### config.mk
export PLATFORM = sky130hd
export DESIGN_NAME = jtapi_tap
export DESIGN_NICKNAME = d
export VERILOG_FILES = /design/src/jtapi_pkg.sv /design/src/jtapi_tap.sv
export SDC_FILE = /design/constraint.sdc
export NUM_CORES = 1
export LEC_CHECK = 0
export ABC_AREA = 1
export BUFFER_PORTS_ARGS = -buffer_cell sky130_fd_sc_hd__buf_2
export CORE_AREA = 2 2 152 154
export CTS_CLUSTER_SIZE = 40
export DETAILED_ROUTE_END_ITERATION = 16
export DIE_AREA = 0 0 154 156
export GPL_ROUTABILITY_DRIVEN = 0
export MAX_ROUTING_LAYER = met4
export PLACE_DENSITY = 0.45
export SETUP_SLACK_MARGIN = 0.4
export SLEW_MARGIN = 5
export SYNTH_ARGS = -nofsm -noshare
export SYNTH_HDL_FRONTEND = slang
export SYNTH_SLANG_ARGS = --single-unit
### constraint.sdc
create_clock -name clk_i -period 3.25 [get_ports clk_i]
set_clock_uncertainty 0.15 [all_clocks]
set_input_delay 0.975 -clock clk_i [delete_from_list [all_inputs] [get_ports clk_i]]
set_output_delay 0.975 -clock clk_i [all_outputs]
set_load 0.05 [all_outputs]
### src/jtapi_pkg.sv
// constants, opcodes, state and register layout of the test port block
// assumes one 20 MHz system clock that samples the slow test clock pin
// Notes on behaviour
// - boundary test pin control is suppressed while configuration runs
// - four test pins plus optional active-low test reset; device drives tdo
// - instruction register is ten bits, loaded serially from tdi
// - sample/preload captures pin values and preloads the scan register
// - extest drives scan register onto outputs and captures the inputs
// - bypass puts one-bit register between tdi and tdo
// - usercode puts 32-bit user code register between tdi and tdo
// - idcode puts identification register between tdi and tdo
// - id code is version, part number, manufacturer, then lsb one
// - highz uses bypass path and tri-states every i/o pin
// - clamp uses bypass path while pins hold scan register levels
// - reconfig opcode acts like a low pulse on the reconfig request pin
// - io standard opcode loads settings anytime, aborts running configuration
// - config status held low until io settings loaded and update-dr reached
// - io standard settings update any time before or during user mode
// - bus hold or pull-up overrides high impedance of highz, clamp, extest; here only highz, as clamp and extest drive every pin
`default_nettype none
package jtapi_pkg;
  // register lengths
  localparam int unsigned IR_LEN    = 10;
  localparam int unsigned ID_LEN    = 32;
  localparam int unsigned BSR_LEN   = 8;
  localparam int unsigned IOSTD_LEN = 8;

  // instruction opcodes
  localparam logic [IR_LEN-1:0] OP_SAMPLE     = 10'h005;
  localparam logic [IR_LEN-1:0] OP_EXTEST     = 10'h00f;
  localparam logic [IR_LEN-1:0] OP_BYPASS     = 10'h3ff;
  localparam logic [IR_LEN-1:0] OP_USERCODE   = 10'h007;
  localparam logic [IR_LEN-1:0] OP_IDCODE     = 10'h006;
  localparam logic [IR_LEN-1:0] OP_HIGHZ      = 10'h00b;
  localparam logic [IR_LEN-1:0] OP_CLAMP      = 10'h00a;
  localparam logic [IR_LEN-1:0] OP_PULSE_RCFG = 10'h001;
  localparam logic [IR_LEN-1:0] OP_CONFIG_IO  = 10'h00d;
  localparam logic [IR_LEN-1:0] IR_CAPTURE    = 10'h001;

  // identification fields; values are arbitrary
  localparam logic [3:0]        ID_VERSION = 4'h1;
  localparam logic [15:0]       ID_PART    = 16'h5a5a;
  localparam logic [10:0]       ID_MFR     = 11'h0ab;
  localparam logic [ID_LEN-1:0] ID_CODE    = {ID_VERSION, ID_PART, ID_MFR, 1'b1};
  localparam logic [ID_LEN-1:0] ID_ZERO    = 32'h0000_0000;

  typedef enum logic [15:0] {
    ST_RESET    = 16'h0001, ST_IDLE     = 16'h0002, ST_SEL_DR  = 16'h0004,
    ST_CAP_DR   = 16'h0008, ST_SHIFT_DR = 16'h0010, ST_EXIT1_DR = 16'h0020,
    ST_PAUSE_DR = 16'h0040, ST_EXIT2_DR = 16'h0080, ST_UPD_DR  = 16'h0100,
    ST_SEL_IR   = 16'h0200, ST_CAP_IR   = 16'h0400, ST_SHIFT_IR = 16'h0800,
    ST_EXIT1_IR = 16'h1000, ST_PAUSE_IR = 16'h2000, ST_EXIT2_IR = 16'h4000,
    ST_UPD_IR   = 16'h8000
  } jtapi_tap_e;

  typedef enum logic [4:0] {
    DR_BYP = 5'h01, DR_ID = 5'h02, DR_USER = 5'h04, DR_BSR = 5'h08, DR_IOSTD = 5'h10
  } jtapi_dr_e;

  typedef struct packed {
    logic [2:0]           tck_s;
    logic [1:0]           tms_s;
    logic [1:0]           tdi_s;
    logic [1:0]           trst_s;
    logic [BSR_LEN-1:0]   pin_s0;
    logic [BSR_LEN-1:0]   pin_s1;
    jtapi_tap_e           tap;
    logic [IR_LEN-1:0]    ir_sh;
    logic [IR_LEN-1:0]    ir;
    logic [ID_LEN-1:0]    dr_sh;
    logic                 byp;
    logic [BSR_LEN-1:0]   bsr_sh;
    logic [BSR_LEN-1:0]   bsr_upd;
    logic [IOSTD_LEN-1:0] iostd_sh;
    logic [IOSTD_LEN-1:0] iostd;
    logic                 io_loaded;
    logic                 cfg_hold;
    logic                 tdo;
    logic                 tdo_oe;
    logic                 rcfg_pulse;
    logic                 abort;
  } jtapi_state_s;
endpackage
`default_nettype wire

### src/jtapi_tap.sv
// test access port: tap machine, instruction and data registers, pin control
// assumes test pins are asynchronous; core-side inputs are on clk_i
`default_nettype none
module jtapi_tap
  import jtapi_pkg::*;
(
  input  wire logic                 clk_i,
  input  wire logic                 nrst_i,
  input  wire logic                 tck_i,
  input  wire logic                 tms_i,
  input  wire logic                 tdi_i,
  input  wire logic                 trst_n_i,
  output logic                      tdo_o,
  output logic                      tdo_oe_o,
  input  wire logic [ID_LEN-1:0]    usercode_i,
  input  wire logic                 config_busy_i,
  input  wire logic [BSR_LEN-1:0]   pin_in_i,
  input  wire logic [BSR_LEN-1:0]   core_out_i,
  input  wire logic [BSR_LEN-1:0]   core_oe_i,
  input  wire logic [BSR_LEN-1:0]   keeper_en_i,
  output logic [BSR_LEN-1:0]        pin_out_o,
  output logic [BSR_LEN-1:0]        pin_oe_o,
  output logic [BSR_LEN-1:0]        pin_keep_o,
  output logic [IOSTD_LEN-1:0]      io_std_o,
  output logic                      config_status_oe_o,
  output logic                      reconfig_pulse_o,
  output logic                      config_abort_o
);
  jtapi_state_s q, d;
  jtapi_tap_e   nxt;
  jtapi_dr_e    sel;
  logic         rise, fall, tms, tdi;
  logic         bs_drive, hiz;

  // standard tap sequencing on tms
  function automatic jtapi_tap_e tap_next(input jtapi_tap_e s, input logic m);
    unique case (s)
      ST_RESET:    tap_next = m ? ST_RESET   : ST_IDLE;
      ST_IDLE:     tap_next = m ? ST_SEL_DR  : ST_IDLE;
      ST_SEL_DR:   tap_next = m ? ST_SEL_IR  : ST_CAP_DR;
      ST_CAP_DR:   tap_next = m ? ST_EXIT1_DR : ST_SHIFT_DR;
      ST_SHIFT_DR: tap_next = m ? ST_EXIT1_DR : ST_SHIFT_DR;
      ST_EXIT1_DR: tap_next = m ? ST_UPD_DR  : ST_PAUSE_DR;
      ST_PAUSE_DR: tap_next = m ? ST_EXIT2_DR : ST_PAUSE_DR;
      ST_EXIT2_DR: tap_next = m ? ST_UPD_DR  : ST_SHIFT_DR;
      ST_UPD_DR:   tap_next = m ? ST_SEL_DR  : ST_IDLE;
      ST_SEL_IR:   tap_next = m ? ST_RESET   : ST_CAP_IR;
      ST_CAP_IR:   tap_next = m ? ST_EXIT1_IR : ST_SHIFT_IR;
      ST_SHIFT_IR: tap_next = m ? ST_EXIT1_IR : ST_SHIFT_IR;
      ST_EXIT1_IR: tap_next = m ? ST_UPD_IR  : ST_PAUSE_IR;
      ST_PAUSE_IR: tap_next = m ? ST_EXIT2_IR : ST_PAUSE_IR;
      ST_EXIT2_IR: tap_next = m ? ST_UPD_IR  : ST_SHIFT_IR;
      ST_UPD_IR:   tap_next = m ? ST_SEL_DR  : ST_IDLE;
      default:     tap_next = ST_RESET;
    endcase
  endfunction

  // data register chosen by the current instruction
  function automatic jtapi_dr_e dr_select(input logic [IR_LEN-1:0] op);
    unique case (op)
      OP_IDCODE:             dr_select = DR_ID;
      OP_USERCODE:           dr_select = DR_USER;
      OP_SAMPLE, OP_EXTEST:  dr_select = DR_BSR;
      OP_CONFIG_IO:          dr_select = DR_IOSTD;
      default:               dr_select = DR_BYP;
    endcase
  endfunction

  // edge detection on the synchronised test clock
  always_comb begin
    rise = q.tck_s[1] & ~q.tck_s[2];
    fall = ~q.tck_s[1] & q.tck_s[2];
    tms  = q.tms_s[1];
    tdi  = q.tdi_s[1];
    sel  = dr_select(q.ir);
    nxt  = tap_next(q.tap, tms);
  end

  // next state of the whole block
  always_comb begin
    d            = q;
    d.tck_s      = {q.tck_s[1:0], tck_i};
    d.tms_s      = {q.tms_s[0], tms_i};
    d.tdi_s      = {q.tdi_s[0], tdi_i};
    d.trst_s     = {q.trst_s[0], trst_n_i};
    // pin levels come from outside the clock domain: two flops first
    d.pin_s0     = pin_in_i;
    d.pin_s1     = q.pin_s0;
    d.rcfg_pulse = 1'b0;
    d.abort      = 1'b0;
    if (!q.trst_s[1]) begin
      d.tap = ST_RESET;
    end else if (rise) begin
      d.tap = nxt;
      unique case (q.tap)
        ST_CAP_IR:   d.ir_sh = IR_CAPTURE;
        ST_SHIFT_IR: d.ir_sh = {tdi, q.ir_sh[IR_LEN-1:1]};
        ST_CAP_DR: begin
          unique case (sel)
            DR_BYP:   d.byp      = 1'b0;
            DR_ID:    d.dr_sh    = ID_CODE;
            DR_USER:  d.dr_sh    = usercode_i;
            DR_BSR:   d.bsr_sh   = q.pin_s1;
            DR_IOSTD: d.iostd_sh = q.iostd;
          endcase
        end
        ST_SHIFT_DR: begin
          unique case (sel)
            DR_BYP:       d.byp   = tdi;
            DR_ID, DR_USER: d.dr_sh = {tdi, q.dr_sh[ID_LEN-1:1]};
            DR_BSR:       d.bsr_sh = {tdi, q.bsr_sh[BSR_LEN-1:1]};
            DR_IOSTD: begin
              d.iostd_sh  = {tdi, q.iostd_sh[IOSTD_LEN-1:1]};
              d.io_loaded = 1'b1;
            end
          endcase
        end
        default: ;
      endcase
      // update actions as the machine enters an update state
      if (nxt == ST_UPD_IR) begin
        d.ir = q.ir_sh;
        if (q.ir_sh == OP_PULSE_RCFG) begin
          d.rcfg_pulse = 1'b1;
        end
        if (q.ir_sh == OP_CONFIG_IO) begin
          d.cfg_hold  = 1'b1;
          d.io_loaded = 1'b0;
          d.abort     = config_busy_i;
        end
      end
      if (nxt == ST_UPD_DR) begin
        if (sel == DR_BSR) begin
          d.bsr_upd = q.bsr_sh;
        end
        if (sel == DR_IOSTD) begin
          d.iostd = q.iostd_sh;
          if (q.io_loaded || (q.tap == ST_EXIT1_DR && q.io_loaded)) begin
            d.cfg_hold = 1'b0;
          end
        end
      end
    end
    // reset state forces idcode and drops the io standard hold
    if (d.tap == ST_RESET) begin
      d.ir       = OP_IDCODE;
      d.cfg_hold = 1'b0;
    end
    // tdo changes on the falling test clock edge
    if (fall) begin
      d.tdo_oe = (q.tap == ST_SHIFT_IR) || (q.tap == ST_SHIFT_DR);
      if (q.tap == ST_SHIFT_IR) begin
        d.tdo = q.ir_sh[0];
      end else begin
        unique case (sel)
          DR_BYP:         d.tdo = q.byp;
          DR_ID, DR_USER: d.tdo = q.dr_sh[0];
          DR_BSR:         d.tdo = q.bsr_sh[0];
          DR_IOSTD:       d.tdo = q.iostd_sh[0];
        endcase
      end
    end
  end

  // state register
  always_ff @(posedge clk_i or negedge nrst_i) begin
    if (!nrst_i) begin
      q         <= '0;
      q.tap     <= ST_RESET;
      q.ir      <= OP_IDCODE;
      q.trst_s  <= '1;
    end else begin
      q <= d;
    end
  end

  // pin control under boundary test instructions
  always_comb begin
    bs_drive   = !config_busy_i && (q.ir == OP_EXTEST || q.ir == OP_CLAMP);
    hiz        = !config_busy_i && (q.ir == OP_HIGHZ);
    pin_out_o  = bs_drive ? q.bsr_upd : core_out_i;
    pin_oe_o   = hiz ? '0 : (bs_drive ? '1 : core_oe_i);
    pin_keep_o = keeper_en_i & ~pin_oe_o;
  end

  assign tdo_o              = q.tdo;
  assign tdo_oe_o           = q.tdo_oe;
  assign io_std_o           = q.iostd;
  assign config_status_oe_o = q.cfg_hold;
  assign reconfig_pulse_o   = q.rcfg_pulse;
  assign config_abort_o     = q.abort;
endmodule
`default_nettype wire

==> reports/metrics.csv, run 1 <==
metric,value,unit
result of the run,finished clean,
Crit. End Element,primary output,
setup repair after global routing missed its margin,true,
wire length of the first global-routing pass,27.98,mm
aggregate global-route resource usage,15.02,%
die extent in y,156,µm
# H-tree levels,4,
nature of the critical path startpoint,register,
DRC viols,0,
async set-reset flop share out of synthesis,100.0,%
Clock Latency Late Sink,0.42,ns
fmax,309.3,MHz
cell area after synthesis,6574,µm²
"Primary FF master, synth",dfrtp_1,
Final Instance Count excl. Fillers,1210,
Gate Count Post-Synth,806,
Leakage Power,4.099,nW
number of synthesis warnings,0,
number of global-route vias before repair,5502,
Detail Route Antenna Nets,0,
average detailed-routed wire length per instance,14.17,µm
root cell of the clock tree,clkbuf_16,
sum of net half-perimeters after detailed placement,11.89,mm
number of clock buffers inserted by TritonCTS,17,
Core Region,22370,µm²
Worst setup startpoint,q[79],
initial antenna violation count,0,
die area,24020,µm²
sinks on the clock net,132,
width of the die,154,µm
First-pass DRT Iterations,4,
mean instance size in the synthesized netlist,8.156,µm²
synthesis-to-finish area growth,29.03,%
count of buffers from port buffering,107,
origin of the critical flop-to-flop path,q[102],
via count of the routed design,5540,
fin crit period,3.233,ns
Synth cell types,42,
category of the most critical setup path,register to primary output,
Final Setup Violations,0,
worst supply voltage drop on vdd,0.3699,mV
effective utilization at floorplan,29.39,%
power density over the cells,476.6,nW/µm²
maximum net fanout on the critical path,16,
max_cap viols,0,
nets@finish,983,
sequential element share of the synthesized area,50.34,%
post-detailed-routing wire length,17.15,mm
startpoint of the worst hold path,d[109],
hold-fix buffer count after cts,0,
antenna fix cells,0,
flop and latch count out of synthesis,132,
transition time at the pin with the least slew margin,0.6090,ns
maximum number of pins on one net before global-route repair,58,
violation count after the first detailed-route iteration,278,
global route total overflow,0,
Via density,4.579,
Hold Slack,0.1949,ns
number of buffers on the longest clock path,2,
total placed cells including tap cells,1173,
worst min path class,register to register,
number of standard-cell rows in the floorplan,55,
I/O pin total,108,
max_slew headroom,59.28,%
syn_nets,877,
Max Transition Viols Final,0,
TritonCTS clock tree,done,
"Hold Vio Cnt, Final",0,
Crit path arrival time,2.11,ns
count of flip-flops with a built-in enable after synthesis,0,
Worst EP required,2.12,ns
layout cells sized above 1,26.70,%
part of the cycle the worst path needs,99.48,%
clk slew on worst S/H paths,0.06,ns
-- final cells by class --
| class | instances | area (µm²) |
|---|---|---|
| Tap cell | 285 | 356.6 |
| Clock inverter | 13 | 135.1 |
| Inverter | 101 | 382.9 |
| Multi-Input combinational cell | 530 | 2904 |
| Timing Repair Buffer | 129 | 933.4 |
| Sequential cell | 132 | 3309 |
| Clock buffer | 19 | 452.9 |
| Fill cell | 2335 | 13880 |
| Timing Repair inverter | 1 | 7.507 |
-- routing by layer --
layer,wire (µm),share of wire [%],vias to the layer above,global-route usage (%)
li1,-,-,2841,-
met1,8371,49,2601,20.09
met2,8214,48,80,23.32
met3,381,2.2,18,2.667
met4,179,1.0,0,4.628
met5,0,0,-,-
-- per-stage QoR --
stage	TNS, ns	utilization [%]	power, mW	area, µm²	setup slack (ns)
final	0	37.92	4.043	8482	0.01675
after global routing	-0.5231	37.92	4.200	8482	-0.07415
after CTS	-1.479	36.90	4.073	8253	-0.09162
after detailed placement	0	33.73	2.121	7543	0.1374
after global placement	0	33.73	2.122	7543	0.1523
after floorplan	-0.3847	-	1.975	6716	-0.05496
-- path summary, 6_finish.rpt --
path / slack [ns] / depth (start not counted) / to
setup / recovery: 0.02 / 9 / pin_out_o[6]
setup reg to reg: 0.68 / 9 / q[68]
min in group asynchronous: 0.37 / 1 / q[66]
hold / removal: 0.19 / 0 / q[109]
max in group asynchronous: 1.95 / 2 / config_abort_o
hold reg to reg: 0.19 / 0 / q[109]
-- synthesized netlist by cell type, types with 2 or more instances --
cell type,number,share of area [%]
dfrtp_1,127,48
o21ai_0,67,5.1
nor2_2,11,1.0
nand4_1,7,0.67
a21oi_2,2,0.27
a21oi_1,27,2.1
buf_2,13,0.99
nand2_4,3,0.51
o31ai_1,16,1.8
nand2_1,169,9.6
buf_1,2,0.11
nor2_1,73,4.2
nand3_1,62,4.7
a31oi_1,2,0.19
inv_1,97,5.5
clkbuf_1,15,0.86
nor2_4,2,0.34
nand2_2,6,0.57
o211ai_1,2,0.23
dfstp_2,5,2.0
and2_1,5,0.48
mux2_2,9,1.5
nand3_2,6,0.91
nor4_1,6,0.57
buf_4,10,1.1
inv_2,3,0.17
o21ai_1,21,1.6
nor3_1,12,0.91
buf_6,3,0.51
o21a_1,11,1.3
-- registers in the layout, indices dropped and copies added (netlist names) --
name                count
tdo_oe_o                1
tdo_o                   1
d                      13
io_std_o                8
q                     106
config_status_oe_o      1
reconfig_pulse_o        1
config_abort_o          1
-- critical path, cell delays in order, from the launching register on --
cell and delay (ns):
dfrtp_1 0.37, inv_2 0.07, nand2_4 0.09, nor3_4 0.21, nand3_2 0.09, o21ai_2 0.15
nand2_2 0.08, buf_12 0.17, mux2_4 0.31, buf_6 0.15
-- kinds of logic after synthesis --
| kind of cell | after synthesis | synth area share [%] |
|---|---|---|
| simple gates | 366 | 25.20 |
| compound gates | 154 | 13.36 |
| buf+inv | 144 | 9.383 |
| flops | 132 | 50.34 |
| mux | 10 | 1.713 |
-- what timing repair did --
action | CTS | global route
resized for setup | 36 | 55
endpoints found under the setup margin | 24 | 38
cloned | 0 | 1
pin swaps | 3 | 3
buffers inserted | 1 | 3
-- layout by cell type (no fill, tap or decap), types with 17 or more instances in the layout --
cell type / instances
buf_4: 18
clkbuf_16: 17
dfrtp_1: 127
o21ai_1: 21
buf_2: 82
a21oi_1: 19
buf_6: 18
nor2_1: 61
nand3_1: 61
inv_1: 92
nand2_1: 166
o21ai_0: 66
-- report_power, final --
| group | switching (mW) | internal [mW] |
|---|---|---|
| Combinational | 0.268 | 0.144 |
| Clock | 0.802 | 1.12 |
| Sequential | 0.0265 | 1.69 |
(Power assumes the default switching activity.)
==> run 2: changes to the inputs <==
- CELL_PAD_IN_SITES_DETAIL_PLACEMENT: unset -> 2
- CELL_PAD_IN_SITES_GLOBAL_PLACEMENT: unset -> 2
- CORE_AREA: 2 2 152 154 -> 2 2 145 147
- DIE_AREA: 0 0 154 156 -> 0 0 147 149
- PLACE_DENSITY: 0.45 -> 0.76
==> run 2 against run 1 <==
Effect of this change: the run now ends with setup timing left; worst setup slack got worse by 0.088 ns; power grew 1.1%; global-route usage rose by 5.6 points; via count rose by 6.5%; design area down 0.71%; sequential share of layout area is 0.28 points higher; sequential power about the same.
==> reports/metrics.csv, run 2 (synthesis gave the netlist of run 1 again) <==
metric,value,unit,change
width of the die,147,µm,-4.5%
TritonCTS clock tree,done,,
"Hold Vio Cnt, Final",0,,unchanged
die area,21900,µm²,-8.8%
initial antenna violation count,0,,unchanged
setup repair after global routing missed its margin,true,,
post-route core utilization,40.97,%,+3.0 points
Final Setup Violations,12,,+12
aggregate global-route resource usage,20.58,%,+5.6 points
clk slew on worst S/H paths,0.07,ns,about the same
DRC viols,0,,unchanged
layout cells sized above 1,26.73,%,+0.029 points
Core Region,20560,µm²,-8.1%
effective utilization at floorplan,31.98,%,+2.6 points
fillers,2362,,+1.2%
"Worst Setup Slack, final",-0.07091,ns,-0.08767 ns
power density over the cells,485.5,nW/µm²,+1.9%
switch share,28.75,%,+1.6 points
category of the most critical setup path,register to primary output,,
cells traversed along the worst timing path,inv_2 -> nand2_4 -> nor3_4 -> nand3_2 -> o21ai_2 -> nand2_2 -> buf_12 -> a21oi_2 -> buf_4,,
Final Instance Count excl. Fillers,1199,,-0.91%
Crit path arrival time,2.20,ns,+0.09 ns
die extent in y,149,µm,-4.5%
number of standard-cell rows in the floorplan,53,,-3.6%
"commonest cells after routing, fill and taps aside","nand2_1 (165), dfrtp_1 (127), inv_1 (92)",,
synthesis-to-finish area growth,28.11,%,
Worst EP required,2.12,ns,about the same
total placed cells including tap cells,1163,,-0.85%
Via density,4.919,,+7.4%
total non-filler cell area in the finished layout,8422,µm²,-0.71%
number of flip-flops under the largest register name,106,,unchanged
share of total power in the clock network,47.8,%,+0.3 points
Area after DPL,7518,µm²,-0.33%
antenna fix cells,0,,unchanged
global route total overflow,0,,unchanged
average detailed-routed wire length per instance,17.77,µm,+25%
root cell of the clock tree,clkbuf_16,,
fmax,301.1,MHz,-2.6%
Crit. End Element,primary output,,
"Buf+Inv Stages, Crit Path",3,,unchanged
nets@finish,982,,-0.10%
hold-fix buffer count after cts,0,,unchanged
number of clock buffers inserted by TritonCTS,17,,unchanged
Leakage Power,4.081,nW,-0.44%
sinks on the clock net,132,,unchanged
number of global-route vias before repair,6675,,+21%
Max Transition Viols Final,0,,unchanged
Detail Route Antenna Nets,0,,unchanged
part of the cycle the worst path needs,102.2,%,+2.7 points
count of buffers from port buffering,107,,unchanged
CP max-delay cell,dfrtp_1,,
max_slew headroom,52.14,%,-7.1 points
sum of net half-perimeters after detailed placement,14.36,mm,+21%
# H-tree levels,4,,unchanged
combinational power share,10.2,%,about the same
sequential cell area in the final layout,3309,µm²,unchanged
cell-internal power,2.914,mW,-1.1%
number of buffers on the longest clock path,2,,unchanged
max_cap viols,0,,unchanged
nature of the critical path startpoint,register,,
maximum net fanout on the critical path,16,,unchanged
I/O pin total,108,,unchanged
violation count after the first detailed-route iteration,193,,-31%
First-pass DRT Iterations,4,,unchanged
transition time at the pin with the least slew margin,0.7158,ns,+0.1067 ns
Clock Latency Late Sink,0.43,ns,about the same
fin crit period,3.321,ns,+0.08767 ns
total net switching power,1.175,mW,+7.2%
maximum number of pins on one net before global-route repair,62,,+6.9%
family with the most delay on the worst path,simple AND/OR/NAND/NOR gates,,
result of the run,finished with violations,,
register containing the most flip-flops in the final layout,q,,
failing checks,setup timing,,
via count of the routed design,5898,,+6.5%
largest incremental delay on the critical path,0.38,ns,about the same
portion of total power attributed to sequential cells,42.0,%,-0.3 points
wire length of the first global-routing pass,34.46,mm,+23%
post-detailed-routing wire length,21.31,mm,+24%
worst min path class,register to register,,
worst supply voltage drop on vdd,0.3821,mV,+3.3%
area used by multi-input combinational logic,2899,µm²,-0.17%
"most common cell after layout, fill and taps aside",nand2_1,,
-- run 2: final cells by class --
type	count	share of cell area (%)
flip-flops and latches	132	39.30
multi-input cells	530	34.42
repair buffers	129	10.62
clock buffers	17	5.051
inverters	101	4.561
well taps	275	4.086
clock inverters	15	1.961
-- run 2: per-stage QoR --
stage / TNS, ns / hold slack, ns / power [mW] / worst slack (ns)
after floorplan: -0.3847 / 0.1812 / 1.975 / -0.05496
after global placement: 0 / 0.1836 / 2.121 / 0.1646
after detailed placement: 0 / 0.1864 / 2.132 / 0.1180
after CTS: -0.8999 / 0.2022 / 4.125 / -0.07042
after global routing: -3.090 / 0.2137 / 4.243 / -0.1956
final: -0.5703 / 0.1985 / 4.089 / -0.07091
-- run 2: worst register-to-register path, stage by stage (launching register included) --
cell and delay (ns):
dfrtp_1 0.46, nor2_4 0.21, nand2_4 0.09, nor2_4 0.22, nand3_1 0.21, nand2_2 0.19
nand2_1 0.16, nor2_4 0.19, buf_4 0.29, mux2_2 0.37
-- run 2: path summary, 6_finish.rpt --
path	slack [ns]	end	start	depth (start not counted)
max in group asynchronous	1.85	d[124]	nrst_i	2
worst max register to register	0.60	q[68]	q[102]	9
worst min register to register	0.20	q[110]	d[110]	0
min in group asynchronous	0.38	q[85]	nrst_i	1
worst max-delay path	-0.07	pin_oe_o[3]	q[79]	9
worst min-delay path	0.20	q[110]	d[110]	0
-- run 2: metal layers --
| layer | vias up | track usage, % | routed length (µm) |
|---|---|---|---|
| met1 | 2972 | 24.55 | 9479 |
| met5 | - | - | 0 |
| met4 | 0 | 6.298 | 332 |
| li1 | 2826 | - | - |
| met3 | 25 | 2.997 | 442 |
| met2 | 75 | 36.24 | 11060 |
-- run 2: power groups by stage --
stage | clock network, mW | logic, mW | registers, mW
after floorplan | 0 | 0.219 | 1.76
after global placement | 0 | 0.375 | 1.75
after detailed placement | 0 | 0.385 | 1.75
after CTS | 2.00 | 0.410 | 1.72
after global routing | 2.07 | 0.454 | 1.72
final | 1.96 | 0.417 | 1.72
-- run 2: timing repair --
item	4_1_cts	5_1_grt
resized for setup	46	35
setup buffers	2	2
endpoints found under the setup margin	32	51
pin swaps	2	4
==> run 3: changes to the inputs <==
- CORE_AREA: 2 2 145 147 -> 2 2 139 141
- DIE_AREA: 0 0 147 149 -> 0 0 141 143
- PLACE_DENSITY: 0.76 -> 0.82
- clock period: 3.25 -> 4.1 ns (I/O delays scaled with it)
==> run 3 against run 2 <==
Effect of this change: the flow now finishes without violations; register-to-register slack better by 0.22 ns; cell count decreased by 3.6%; worst setup slack gained 0.46 ns; clock power is 22% lower; power down 21%; critical endpoint is now pin_keep_o[7]; largest power group unchanged; critical path type unchanged; combinational power is 23% lower; sequential share of layout area up 0.87 points; wire length up 12%.
==> reports/metrics.csv, run 3 (synthesis gave the netlist of run 1 again) <==
metric,value,unit,change
share of total power in the clock network,47.7,%,about the same
metal3 WL,591,µm,+34%
sinks on the clock net,132,,unchanged
count of buffers from port buffering,107,,unchanged
max_cap viols,0,,unchanged
I/O pin total,108,,unchanged
Via density,5.210,,+5.9%
Max Transition Viols Final,0,,unchanged
TritonCTS clock tree,done,,
effective utilization at floorplan,35.38,%,+3.4 points
nature of the critical path startpoint,register,,
post-detailed-routing wire length,23.83,mm,+12%
family with the most delay on the worst path,flip-flops,,
largest incremental delay on the critical path,0.56,ns,+0.18 ns
register containing the most flip-flops in the final layout,q,,
"most common cell after layout, fill and taps aside",nand2_1,,
number of flip-flops under the largest register name,106,,unchanged
number of standard-cell rows in the floorplan,50,,-5.7%
worst min path class,register to register,,
"Buf+Inv Stages, Crit Path",3,,unchanged
Area after DPL,7360,µm²,-2.1%
maximum net fanout on the critical path,8,,-8
width of the die,141,µm,-4.1%
layout cells sized above 1,26.46,%,-0.27 points
"Hold Vio Cnt, Final",0,,unchanged
cell-internal power,2.303,mW,-21%
switch share,28.47,%,-0.28 points
Detail Route Antenna Nets,0,,unchanged
DRC viols,0,,unchanged
post-route total power,3.219,mW,-21%
category of the most critical setup path,register to primary output,,
via count of the routed design,6023,,+2.1%
total net switching power,916.4,µW,-22%
"commonest cells after routing, fill and taps aside","nand2_1 (165), dfrtp_1 (126), inv_1 (93)",,
antenna fix cells,0,,unchanged
root cell of the clock tree,clkbuf_16,,
Leakage Power,4.039,nW,-1.0%
power density over the cells,390.5,nW/µm²,-20%
post-route core utilization,44.36,%,+3.4 points
synthesis-to-finish area growth,25.39,%,
cell occurring most often along the worst timing path,nand2_2,,
global route total overflow,0,,unchanged
maximum number of pins on one net before global-route repair,56,,-9.7%
violation count after the first detailed-route iteration,296,,+53%
sum of net half-perimeters after detailed placement,14.45,mm,+0.62%
worst supply voltage drop on vdd,0.2945,mV,-23%
Clock Latency Late Sink,0.43,ns,about the same
transition time at the pin with the least slew margin,0.8176,ns,+0.1018 ns
clk slew on worst S/H paths,0.07,ns,about the same
initial antenna violation count,0,,unchanged
Worst EP required,2.72,ns,+0.60 ns
hold-fix buffer count after cts,0,,unchanged
First-pass DRT Iterations,4,,unchanged
total non-filler cell area in the finished layout,8243,µm²,-2.1%
number of clock buffers inserted by TritonCTS,17,,unchanged
# H-tree levels,4,,unchanged
top metal layer carrying routed signals,met4,,
combinational power share,10.0,%,-0.2 points
max_slew headroom,45.43,%,-6.7 points
Core Region,18580,µm²,-9.6%
fmax,269.6,MHz,
nets@finish,980,,-0.20%
aggregate global-route resource usage,24.33,%,+3.8 points
part of the cycle the worst path needs,90.48,%,
routed metal-1 wire length,10.32,mm,+8.8%
cells traversed along the worst timing path,inv_2 -> nor3_4 -> nand2_2 -> o21ai_2 -> nand2_2 -> clkbuf_16 -> a21oi_4 -> nor2_4 -> clkbuf_4,,
sum of negative setup slack,0,ns,+0.5703 ns
fin crit period,3.710,ns,
Crit path arrival time,2.33,ns,+0.13 ns
setup repair after global routing missed its margin,false,,
length of routed met2 wiring,12.38,mm,+12%
Crit. End Element,primary output,,
number of global-route vias before repair,6729,,+0.81%
die extent in y,143,µm,-4.0%
CP max-delay cell,dfstp_2,,
wire length of the first global-routing pass,36.92,mm,+7.1%
average detailed-routed wire length per instance,20.61,µm,+16%
Final Setup Violations,0,,-12
portion of total power attributed to sequential cells,42.3,%,+0.3 points
result of the run,finished clean,,
die area,20160,µm²,-7.9%
number of buffers on the longest clock path,2,,unchanged
run 3: cell count changes in the layout (fill, tap and decap cells not counted), moves of 2 or more:
cell	previous run	this run
mux2_2	7	9
buf_4	20	31
mux2_4	2	0
buf_8	2	0
buf_6	21	4
clkinvlp_4	3	1
clkbuf_4	1	7
run 3: final timing paths:
path | from | to | slack (ns) | depth (start not counted)
setup / recovery | q[72] | pin_keep_o[7] | 0.39 | 9
hold reg to reg | d[114] | q[114] | 0.20 | 0
min in group asynchronous | nrst_i | q[105] | 0.62 | 1
hold / removal | d[114] | q[114] | 0.20 | 0
max in group asynchronous | nrst_i | q[73] | 2.35 | 2
setup reg to reg | d[131] | q[81] | 0.82 | 10
run 3: cell type report:
class                           count  area [µm²]
Inverter                          101       379.1
Fill cell                        2068       10340
Tap cell                          234       292.8
Timing Repair Buffer              127       805.8
Clock inverter                     14       140.1
Clock buffer                       18       439.2
Multi-Input combinational cell    530        2875
Sequential cell                   132        3311
run 3: timing repair:
action,in CTS,in global routing
setup buffers,6,3
setup endpoints to repair,24,24
gates cloned,0,1
pin swaps,1,5
gates resized for setup,30,31
run 3: metal layers:
layer,vias up,GRT usage (%)
li1,2817,-
met5,-,-
met4,0,8.053
met3,34,3.789
met2,98,42.03
met1,3074,29.31
run 3: power groups by stage:
stage               registers (mW)  logic, mW  clock network (mW)
finish                        1.36      0.322                1.53
global route                  1.37      0.348                1.61
CTS                           1.36      0.312                1.55
detailed placement            1.38      0.299                   0
global placement              1.38      0.291                   0
floorplan                     1.39      0.172                   0
run 3: through the flow:
stage | hold slack, ns | setup WS [ns] | instances
2_1_floorplan | 0.1812 | 0.2559 | 806
3_3_place_gp | 0.1825 | 0.4568 | 1114
3_5_place_dp | 0.1873 | 0.4116 | 1114
4_1_cts | 0.2029 | 0.4158 | 1152
5_1_grt | 0.2107 | 0.2998 | 1156
6_report | 0.2002 | 0.3901 | 1156
